$ cat config.mk
export PLATFORM = sky130hd
export DESIGN_NAME = usb_hub_config_bypass
export DESIGN_NICKNAME = d
export VERILOG_FILES = /design/src/hw/hub_cfg_pkg.sv /design/src/hw/usb_hub_config_bypass.sv /design/src/hw/port_route.sv
export SDC_FILE = /design/constraint.sdc
export NUM_CORES = 1
export LEC_CHECK = 0
export ABC_AREA = 1
export BUFFER_PORTS_ARGS = -buffer_cell sky130_fd_sc_hd__buf_2
export CAP_MARGIN = 10
export CORE_UTILIZATION = 30
export DETAILED_ROUTE_END_ITERATION = 10
export GPL_TIMING_DRIVEN = 0
export SLEW_MARGIN = 20
export SYNTH_ARGS = -nofsm -noshare
export SYNTH_HDL_FRONTEND = slang
export SYNTH_SLANG_ARGS = --single-unit
export TNS_END_PERCENT = 5
$ cat constraint.sdc
create_clock -name sys_clk -period 2.02 [get_ports sys_clk]
set_input_delay 0.202 -clock sys_clk [delete_from_list [all_inputs] [get_ports sys_clk]]
set_output_delay 0.202 -clock sys_clk [all_outputs]
set_load 0.03 [all_outputs]
$ cat src/hw/hub_cfg_pkg.sv
package hub_cfg_pkg;

   // ----------------------------------------
   // Register indices on the MCU byte map
   // ----------------------------------------
   localparam logic [3:0] VENDOR_ID_LOW_IDX = 4'h0;
   localparam logic [3:0] VENDOR_ID_HIGH_IDX = 4'h1;
   localparam logic [3:0] PRODUCT_ID_LOW_IDX = 4'h2;
   localparam logic [3:0] PRODUCT_ID_HIGH_IDX = 4'h3;
   localparam logic [3:0] RELEASE_NUMBER_LOW_IDX = 4'h4;
   localparam logic [3:0] RELEASE_NUMBER_HIGH_IDX = 4'h5;
   localparam logic [3:0] HUB_CONTROL_ONE_IDX = 4'h6;
   localparam logic [3:0] HUB_RESERVED_IDX = 4'h7;
   localparam logic [3:0] INT_SOURCE_ONE_IDX = 4'h8;
   localparam logic [3:0] INT_SOURCE_TWO_IDX = 4'h9;
   localparam logic [3:0] WAKE_SOURCE_ONE_IDX = 4'hA;
   localparam logic [3:0] WAKE_SOURCE_TWO_IDX = 4'hB;
   localparam logic [3:0] HUB_STATUS_IDX = 4'hC;

   // ----------------------------------------
   // Hub control one fields and reset values
   // ----------------------------------------
   localparam int RUN_RELEASE_BIT = 0;
   localparam int LOOP_SELECT_LSB = 1;
   localparam int LOOP_SELECT_W = 4;
   localparam logic [7:0] HUB_CONTROL_RESET = 8'h00;
   localparam logic [7:0] BYTE_RESET = 8'h00;
   localparam logic [4:0] ALL_PORTS = 5'h1F;

   // ----------------------------------------
   // Timing
   // ----------------------------------------
   localparam int CLK_PERIOD_NS = 50;
   localparam int INIT_WINDOW_MS = 2;
   localparam int INIT_WINDOW_CYC = (INIT_WINDOW_MS * 1000000) / CLK_PERIOD_NS;

   // ----------------------------------------
   // Types
   // ----------------------------------------
   typedef enum logic [1:0] {HUB_HELD, HUB_INIT_WINDOW, HUB_RUNNING} hub_state_t;

   typedef struct packed {
      logic [4:0] hub_ports;   // Bit n-1: port n attached to the hub
      logic [2:0] p1_upstream; // 0: hub, else number of the port feeding port 1
   } route_t;

   typedef struct packed {
      logic [7:0] vendor_low;
      logic [7:0] vendor_high;
      logic [7:0] product_low;
      logic [7:0] product_high;
      logic [7:0] release_low;
      logic [7:0] release_high;
   } ident_t;

endpackage : hub_cfg_pkg

$ cat src/hw/usb_hub_config_bypass.sv
`timescale 1ns/1ps
// Summary of operation
// - Thirteen byte hub registers in MCU space
// - Held hub ignores all host requests
// - Released hub accepts upstream host packets
// - Ports disabled until host enables them
// - No loop select set: native mode
// - Port 2 select: port 1 to 2
// - Port 3 select: port 1 to 3
// - Port 4 select: port 1 to 4
// - Port 5 select: port 1 to 5
// - Source flags clear on written one only
module usb_hub_config_bypass
   import hub_cfg_pkg::*;
#(
   parameter int unsigned INIT_WINDOW_CYCLES = INIT_WINDOW_CYC
) (
   // Clock and reset
   input wire logic sys_clk,
   input wire logic rstn,
   // MCU memory port
   input wire logic [3:0] mcu_addr,
   input wire logic mcu_wr,
   input wire logic mcu_rd,
   input wire logic [7:0] mcu_wdata,
   output logic [7:0] mcu_rdata,
   // Upstream host requests
   input wire logic host_req_valid,
   output logic host_req_taken,
   // Host port control packets, bit n-1 is port n
   input wire logic [4:0] port_enable_cmd,
   input wire logic [4:0] port_disable_cmd,
   output logic [4:0] port_enabled,
   // Event sources
   input wire logic [7:0] int_event_one,
   input wire logic [7:0] int_event_two,
   input wire logic [7:0] wake_event_one,
   input wire logic [7:0] wake_event_two,
   // Configuration outputs
   output ident_t ident,
   output route_t route,
   output logic init_window_open
);

   // Window counter is 16 bits wide; refuse lengths it cannot hold
   if (INIT_WINDOW_CYCLES < 1 || INIT_WINDOW_CYCLES > 65535) begin : g_bad_window
      $error("INIT_WINDOW_CYCLES out of range");
   end

   // -----------------------------
   // Helpers
   // -----------------------------
   // Set wins over clear; a read never touches the flags
   function automatic logic [7:0] w1c(input logic [7:0] cur, input logic [7:0] ev,
                                      input logic hit, input logic [7:0] data);
      logic [7:0] clr;
      clr = hit ? data : 8'h00;
      return (cur & ~clr) | ev;
   endfunction : w1c

   // -----------------------------
   // Register file
   // -----------------------------
   ident_t ident_q, ident_d;
   logic [7:0] ctrl_q, ctrl_d;
   logic [7:0] reserved_q, reserved_d;
   logic [7:0] int_one_q, int_one_d;
   logic [7:0] int_two_q, int_two_d;
   logic [7:0] wake_one_q, wake_one_d;
   logic [7:0] wake_two_q, wake_two_d;
   logic [7:0] rdata_q, rdata_d;
   logic [7:0] status_byte;
   hub_state_t state_q, state_d;
   logic [15:0] win_q, win_d;
   logic [4:0] en_q, en_d;
   logic run;

   always_comb begin
      ident_d = ident_q;
      ctrl_d = ctrl_q;
      reserved_d = reserved_q;
      if (mcu_wr) begin
         if (mcu_addr == VENDOR_ID_LOW_IDX) begin
            ident_d.vendor_low = mcu_wdata;
         end else if (mcu_addr == VENDOR_ID_HIGH_IDX) begin
            ident_d.vendor_high = mcu_wdata;
         end else if (mcu_addr == PRODUCT_ID_LOW_IDX) begin
            ident_d.product_low = mcu_wdata;
         end else if (mcu_addr == PRODUCT_ID_HIGH_IDX) begin
            ident_d.product_high = mcu_wdata;
         end else if (mcu_addr == RELEASE_NUMBER_LOW_IDX) begin
            ident_d.release_low = mcu_wdata;
         end else if (mcu_addr == RELEASE_NUMBER_HIGH_IDX) begin
            ident_d.release_high = mcu_wdata;
         end else if (mcu_addr == HUB_CONTROL_ONE_IDX) begin
            ctrl_d = mcu_wdata;
         end else if (mcu_addr == HUB_RESERVED_IDX) begin
            reserved_d = mcu_wdata;
         end
      end
      int_one_d = w1c(int_one_q, int_event_one, mcu_wr && mcu_addr == INT_SOURCE_ONE_IDX,
                      mcu_wdata);
      int_two_d = w1c(int_two_q, int_event_two, mcu_wr && mcu_addr == INT_SOURCE_TWO_IDX,
                      mcu_wdata);
      wake_one_d = w1c(wake_one_q, wake_event_one,
                       mcu_wr && mcu_addr == WAKE_SOURCE_ONE_IDX, mcu_wdata);
      wake_two_d = w1c(wake_two_q, wake_event_two,
                       mcu_wr && mcu_addr == WAKE_SOURCE_TWO_IDX, mcu_wdata);
   end

   // Read data: one cycle after the read strobe, held until the next read
   assign status_byte = {5'h00, init_window_open, run, |en_q};

   always_comb begin
      rdata_d = rdata_q;
      if (mcu_rd) begin
         if (mcu_addr == VENDOR_ID_LOW_IDX) begin
            rdata_d = ident_q.vendor_low;
         end else if (mcu_addr == VENDOR_ID_HIGH_IDX) begin
            rdata_d = ident_q.vendor_high;
         end else if (mcu_addr == PRODUCT_ID_LOW_IDX) begin
            rdata_d = ident_q.product_low;
         end else if (mcu_addr == PRODUCT_ID_HIGH_IDX) begin
            rdata_d = ident_q.product_high;
         end else if (mcu_addr == RELEASE_NUMBER_LOW_IDX) begin
            rdata_d = ident_q.release_low;
         end else if (mcu_addr == RELEASE_NUMBER_HIGH_IDX) begin
            rdata_d = ident_q.release_high;
         end else if (mcu_addr == HUB_CONTROL_ONE_IDX) begin
            rdata_d = ctrl_q;
         end else if (mcu_addr == HUB_RESERVED_IDX) begin
            rdata_d = reserved_q;
         end else if (mcu_addr == INT_SOURCE_ONE_IDX) begin
            rdata_d = int_one_q;
         end else if (mcu_addr == INT_SOURCE_TWO_IDX) begin
            rdata_d = int_two_q;
         end else if (mcu_addr == WAKE_SOURCE_ONE_IDX) begin
            rdata_d = wake_one_q;
         end else if (mcu_addr == WAKE_SOURCE_TWO_IDX) begin
            rdata_d = wake_two_q;
         end else if (mcu_addr == HUB_STATUS_IDX) begin
            rdata_d = status_byte;
         end else begin
            rdata_d = 8'h00;
         end
      end
   end

   always_ff @(posedge sys_clk) begin
      if (!rstn) begin
         ident_q <= '0;
         ctrl_q <= HUB_CONTROL_RESET;
         reserved_q <= BYTE_RESET;
         int_one_q <= BYTE_RESET;
         int_two_q <= BYTE_RESET;
         wake_one_q <= BYTE_RESET;
         wake_two_q <= BYTE_RESET;
         rdata_q <= BYTE_RESET;
      end else begin
         ident_q <= ident_d;
         ctrl_q <= ctrl_d;
         reserved_q <= reserved_d;
         int_one_q <= int_one_d;
         int_two_q <= int_two_d;
         wake_one_q <= wake_one_d;
         wake_two_q <= wake_two_d;
         rdata_q <= rdata_d;
      end
   end

   // -----------------------------
   // Hub run state and ports
   // -----------------------------
   assign run = ctrl_q[RUN_RELEASE_BIT];

   // Window only reports the setup time; the hub does not enforce it
   always_comb begin
      state_d = state_q;
      win_d = win_q;
      case (state_q)
         HUB_HELD: begin
            if (run) begin
               state_d = HUB_INIT_WINDOW;
               win_d = 16'(INIT_WINDOW_CYCLES);
            end
         end
         HUB_INIT_WINDOW: begin
            win_d = win_q - 16'h0001;
            if (!run) begin
               state_d = HUB_HELD;
            end else if (win_q == 16'h0001) begin
               state_d = HUB_RUNNING;
            end
         end
         default: begin
            if (!run) begin
               state_d = HUB_HELD;
            end
         end
      endcase
      // Ports come up disabled; only a host control packet enables one
      en_d = (en_q | port_enable_cmd) & ~port_disable_cmd & route.hub_ports;
      if (!run) begin
         en_d = 5'h00;
      end
   end

   always_ff @(posedge sys_clk) begin
      if (!rstn) begin
         state_q <= HUB_HELD;
         win_q <= 16'h0000;
         en_q <= 5'h00;
      end else begin
         state_q <= state_d;
         win_q <= win_d;
         en_q <= en_d;
      end
   end

   port_route u_route (
      .loop_select(ctrl_q[LOOP_SELECT_LSB +: LOOP_SELECT_W]),
      .route(route)
   );

   assign host_req_taken = host_req_valid && run;
   assign port_enabled = en_q;
   assign mcu_rdata = rdata_q;
   assign ident = ident_q;
   assign init_window_open = (state_q == HUB_INIT_WINDOW);
endmodule : usb_hub_config_bypass

$ cat src/hw/port_route.sv
`timescale 1ns/1ps
module port_route
   import hub_cfg_pkg::*;
(
   // Loop selects, bit 0 is port 2
   input wire logic [3:0] loop_select,
   // Resulting port routing
   output route_t route
);

   // -----------------------------
   // Routing decode
   // -----------------------------
   // Several selects set: the lowest port wins, so the result stays one path
   always_comb begin
      route.hub_ports = ALL_PORTS;
      route.p1_upstream = 3'h0;
      if (loop_select[0]) begin
         route.hub_ports = ALL_PORTS & ~5'h03;
         route.p1_upstream = 3'h2;
      end else if (loop_select[1]) begin
         route.hub_ports = ALL_PORTS & ~5'h05;
         route.p1_upstream = 3'h3;
      end else if (loop_select[2]) begin
         route.hub_ports = ALL_PORTS & ~5'h09;
         route.p1_upstream = 3'h4;
      end else if (loop_select[3]) begin
         route.hub_ports = ALL_PORTS & ~5'h11;
         route.p1_upstream = 3'h5;
      end
   end

endmodule : port_route

==> flow_summary_export.csv <==
group,metric,value,unit
sta,period_share,87.5,%
clock_tree,clockBufferDepth,2,
worst_setup_path,required,2390,ps
finish,syn_to_final_growth,28.8,%
route,routedWlPerCell,16.0,um
floorplan,rows,50,
clock_tree,cts_tree,"yes",
sta,finalHoldViolations,0,
placement,globalplace.congestion,0.879,
route,vias,5836,
route,dr.first_iter.drc_count,429,
worst_setup_path,cp_max_fo,4,
worst_setup_path,worst_setup_path_end_kind,"flip-flop",
clock_tree,cts_buffers,17,
clock_tree,clk_latency,430,ps
route,drt_drc_violations_left,0,
sta,period_needed,1770,ps
finish,drive_above_1_share,20.4,%
synth,ys.flop_type,"dfxtp_1",
finish,fin_util,39.3,%
sta,max_freq,0.566,GHz
sta,worstMarginPinSlew,736,ps
synth,synth-seq-cells,127,
power_and_ir_drop,leakage,0.00330,uW
synth,synth_cell_type_count,35,
clock_tree,root_buffer,"clkbuf_16",
placement,dp_hpwl,14100,um
clock_tree,clkTransAtPathRegs,60,ps
worst_setup_path,crit_type,"reg -> reg",
synth,ys_warn_count,0,
global_routing,grt_pass1_vias,5444,
clock_tree,cts_sinks,127,
clock_tree,htreeDepth,4,
global_routing,grt_max_degree,17,
floorplan,core-area,18600,sq um
sta,slew_violations,0,
floorplan,io_pins,130,
global_routing,grt_use_total,20.1,%
outcome,status,"completed",
synth,netlist_area,5690,sq um
synth,postSynthCellCount,800,
floorplan,start_util,30.5,%
route,viasPerCell,4.87,
synth,synth_edf_count,0,
worst_setup_path,r2r-end,"win_q[10]$_SDFFE_PN0P_",
floorplan,die_area,19500,sq um
worst_setup_path,cp-start-kind,"flip-flop",
worst_setup_path,reg2reg_depth,11,
synth,yosysSeqAreaShare,44.6,%
synth,syn_area_per_cell,7.12,sq um
power_and_ir_drop,vdd_ir_drop_max,0.000607,V
floorplan,die_height,140,um
finish,antenna_cells,0,
sta,relSlewSlack,51.0,%
hold_path,min_path_type,"in -> reg",
synth,synth_async_sr_flop_share,0,%
route,wirelength,19200,um
worst_setup_path,cp.arrival,2140,ps
sta,rsz0062_at_grt,"false",
global_routing,antenna_found_initial,0,
power_and_ir_drop,power.density,893,nW/um^2
finish,final_nets,1013,
finish,most-common-layout-cells,"138 x nand2_1, 136 x a21oi_1, 132 x buf_2",
route,ant_nets,0,
finish,fill_cells,1947,
hold_path,min_from,"wake_event_two[4]",
route,dr.pass1.iters,5,
synth,syn_nets,861,
sta,clock_skew,10.1,ps
hold_path,hold_depth,3,
global_routing,grt_pass1_wl,29900,um
sta,final.setup.tns,0,ps
floorplan,chipWidth,140,um
hold_path,holdPathEnd,"wake_two_q[4]$_SDFF_PN0_",
global_routing,grt-ovfl-total,0,
worst_setup_path,reg2reg_from,"win_q[0]$_SDFFE_PN0P_",
worst_setup_path,r2r_setup_slack,250,ps
sta,setup_violations,0,
placement,port_buffers,128,
finish,final_common_cell,"nand2_1",
job,maxCapViolCount,0,
-- flip-flops by register name, summed over array words and instances, names as in the netlist --
name / cells
ctrl_q: 8
ident: 48
int_one_q: 8
int_two_q: 8
mcu_rdata: 8
port_enabled: 5
reserved_q: 8
state_q: 2
wake_one_q: 8
wake_two_q: 8
win_q: 16
-- layout make-up --
cell class | count | area [sq um] | area share, %
Buffer | 27 | 133 | 1.81
Clock buffer | 24 | 522 | 7.11
Clock inverter | 8 | 125 | 1.71
Inverter | 114 | 433 | 5.90
Multi-Input combinational cell | 532 | 2600 | 35.4
Sequential cell | 127 | 2540 | 34.7
Tap cell | 234 | 293 | 3.99
Timing Repair Buffer | 133 | 691 | 9.42
-- metal layers --
metal	GRT usage, %	vias to the layer above	part of all wire, %
li1	-	2943	-
met1	25.9	2703	45
met4	6.54	0	1.4
met2	33.2	168	48
met3	4.20	22	6.2
met5	0	-	0
-- where the power goes --
group          internal (uW)  switching [uW]
Sequential              2590            48.7
Clock                   2170            1150
Combinational            184             409
Total                   4940            1610
-- through the flow --
| stage | cell area [sq um] | total power [uW] | setup WS (ps) | hold WS [ps] | instances |
|---|---|---|---|---|---|
| after floorplan | 5690 | 3040 | 321 | 279 | 800 |
| after global placement | 6630 | 3270 | 123 | 373 | 1162 |
| after detailed placement | 6630 | 3280 | 127 | 370 | 1162 |
| after CTS | 7320 | 6580 | 162 | 1.08 | 1199 |
| after global routing | 7330 | 6750 | 59.5 | 15.5 | 1199 |
| final | 7330 | 6550 | 252 | 9.33 | 1199 |
-- worst max-delay path by stage --
stage	start	endpoint	slack (ps)	cells after the start
finish	win_q[0]$_SDFFE_PN0P_	win_q[10]$_SDFFE_PN0P_	250	11
global route	win_q[0]$_SDFFE_PN0P_	win_q[10]$_SDFFE_PN0P_	60	11
CTS	ctrl_q[0]$_SDFFE_PN0P_	win_q[10]$_SDFFE_PN0P_	160	9
detailed placement	mcu_addr[3]	mcu_rdata[5]$_SDFFE_PN0P_	130	12
global placement	mcu_addr[3]	mcu_rdata[5]$_SDFFE_PN0P_	120	12
floorplan	state_q[0]$_SDFFE_PN0P_	win_q[7]$_SDFFE_PN0P_	320	9
-- what timing repair did --
item | 4_1_cts | 5_1_grt
hold endpoints to repair | 5 | 0
endpoints found under the setup margin | 0 | 2
setup buffers | 0 | 0
resized for setup | 0 | 2
hold buffers | 5 | 0
-- cells by family after synthesis --
family	synth area share [%]
and+or+nand+nor	24.3
AOI/OAI and AO/OA	20.2
buffers and inverters	9.93
DFF	44.6
xor gates and xnor gates	0.462
adders and majority gates	0.439
-- critical path: stages, from the launching register on --
cell     delay, ps
dfxtp_1        340
inv_1          100
ha_1           200
inv_1           70
nor3_1         180
inv_1          110
nor2_1         140
nand3_1        100
o21ai_0        160
a21oi_1         60
or2_1          220
inv_1           50
-- cells in the mapped netlist (all sizes together) (3+ instances only) --
cell    count  area share (%)
o211ai      3            0.40
nand2     144             9.9
nor2       82             6.7
a211oi      7            0.92
nand3      41             3.6
buf         9             1.1
clkbuf     18             1.2
nor3       10             1.1
dfxtp     127              45
nor4        4            0.44
inv       114             7.6
nand4      18             2.0
o21ai      74             6.5
a21oi     136              12
No activity file was read; power rests on OpenSTA's default activity.
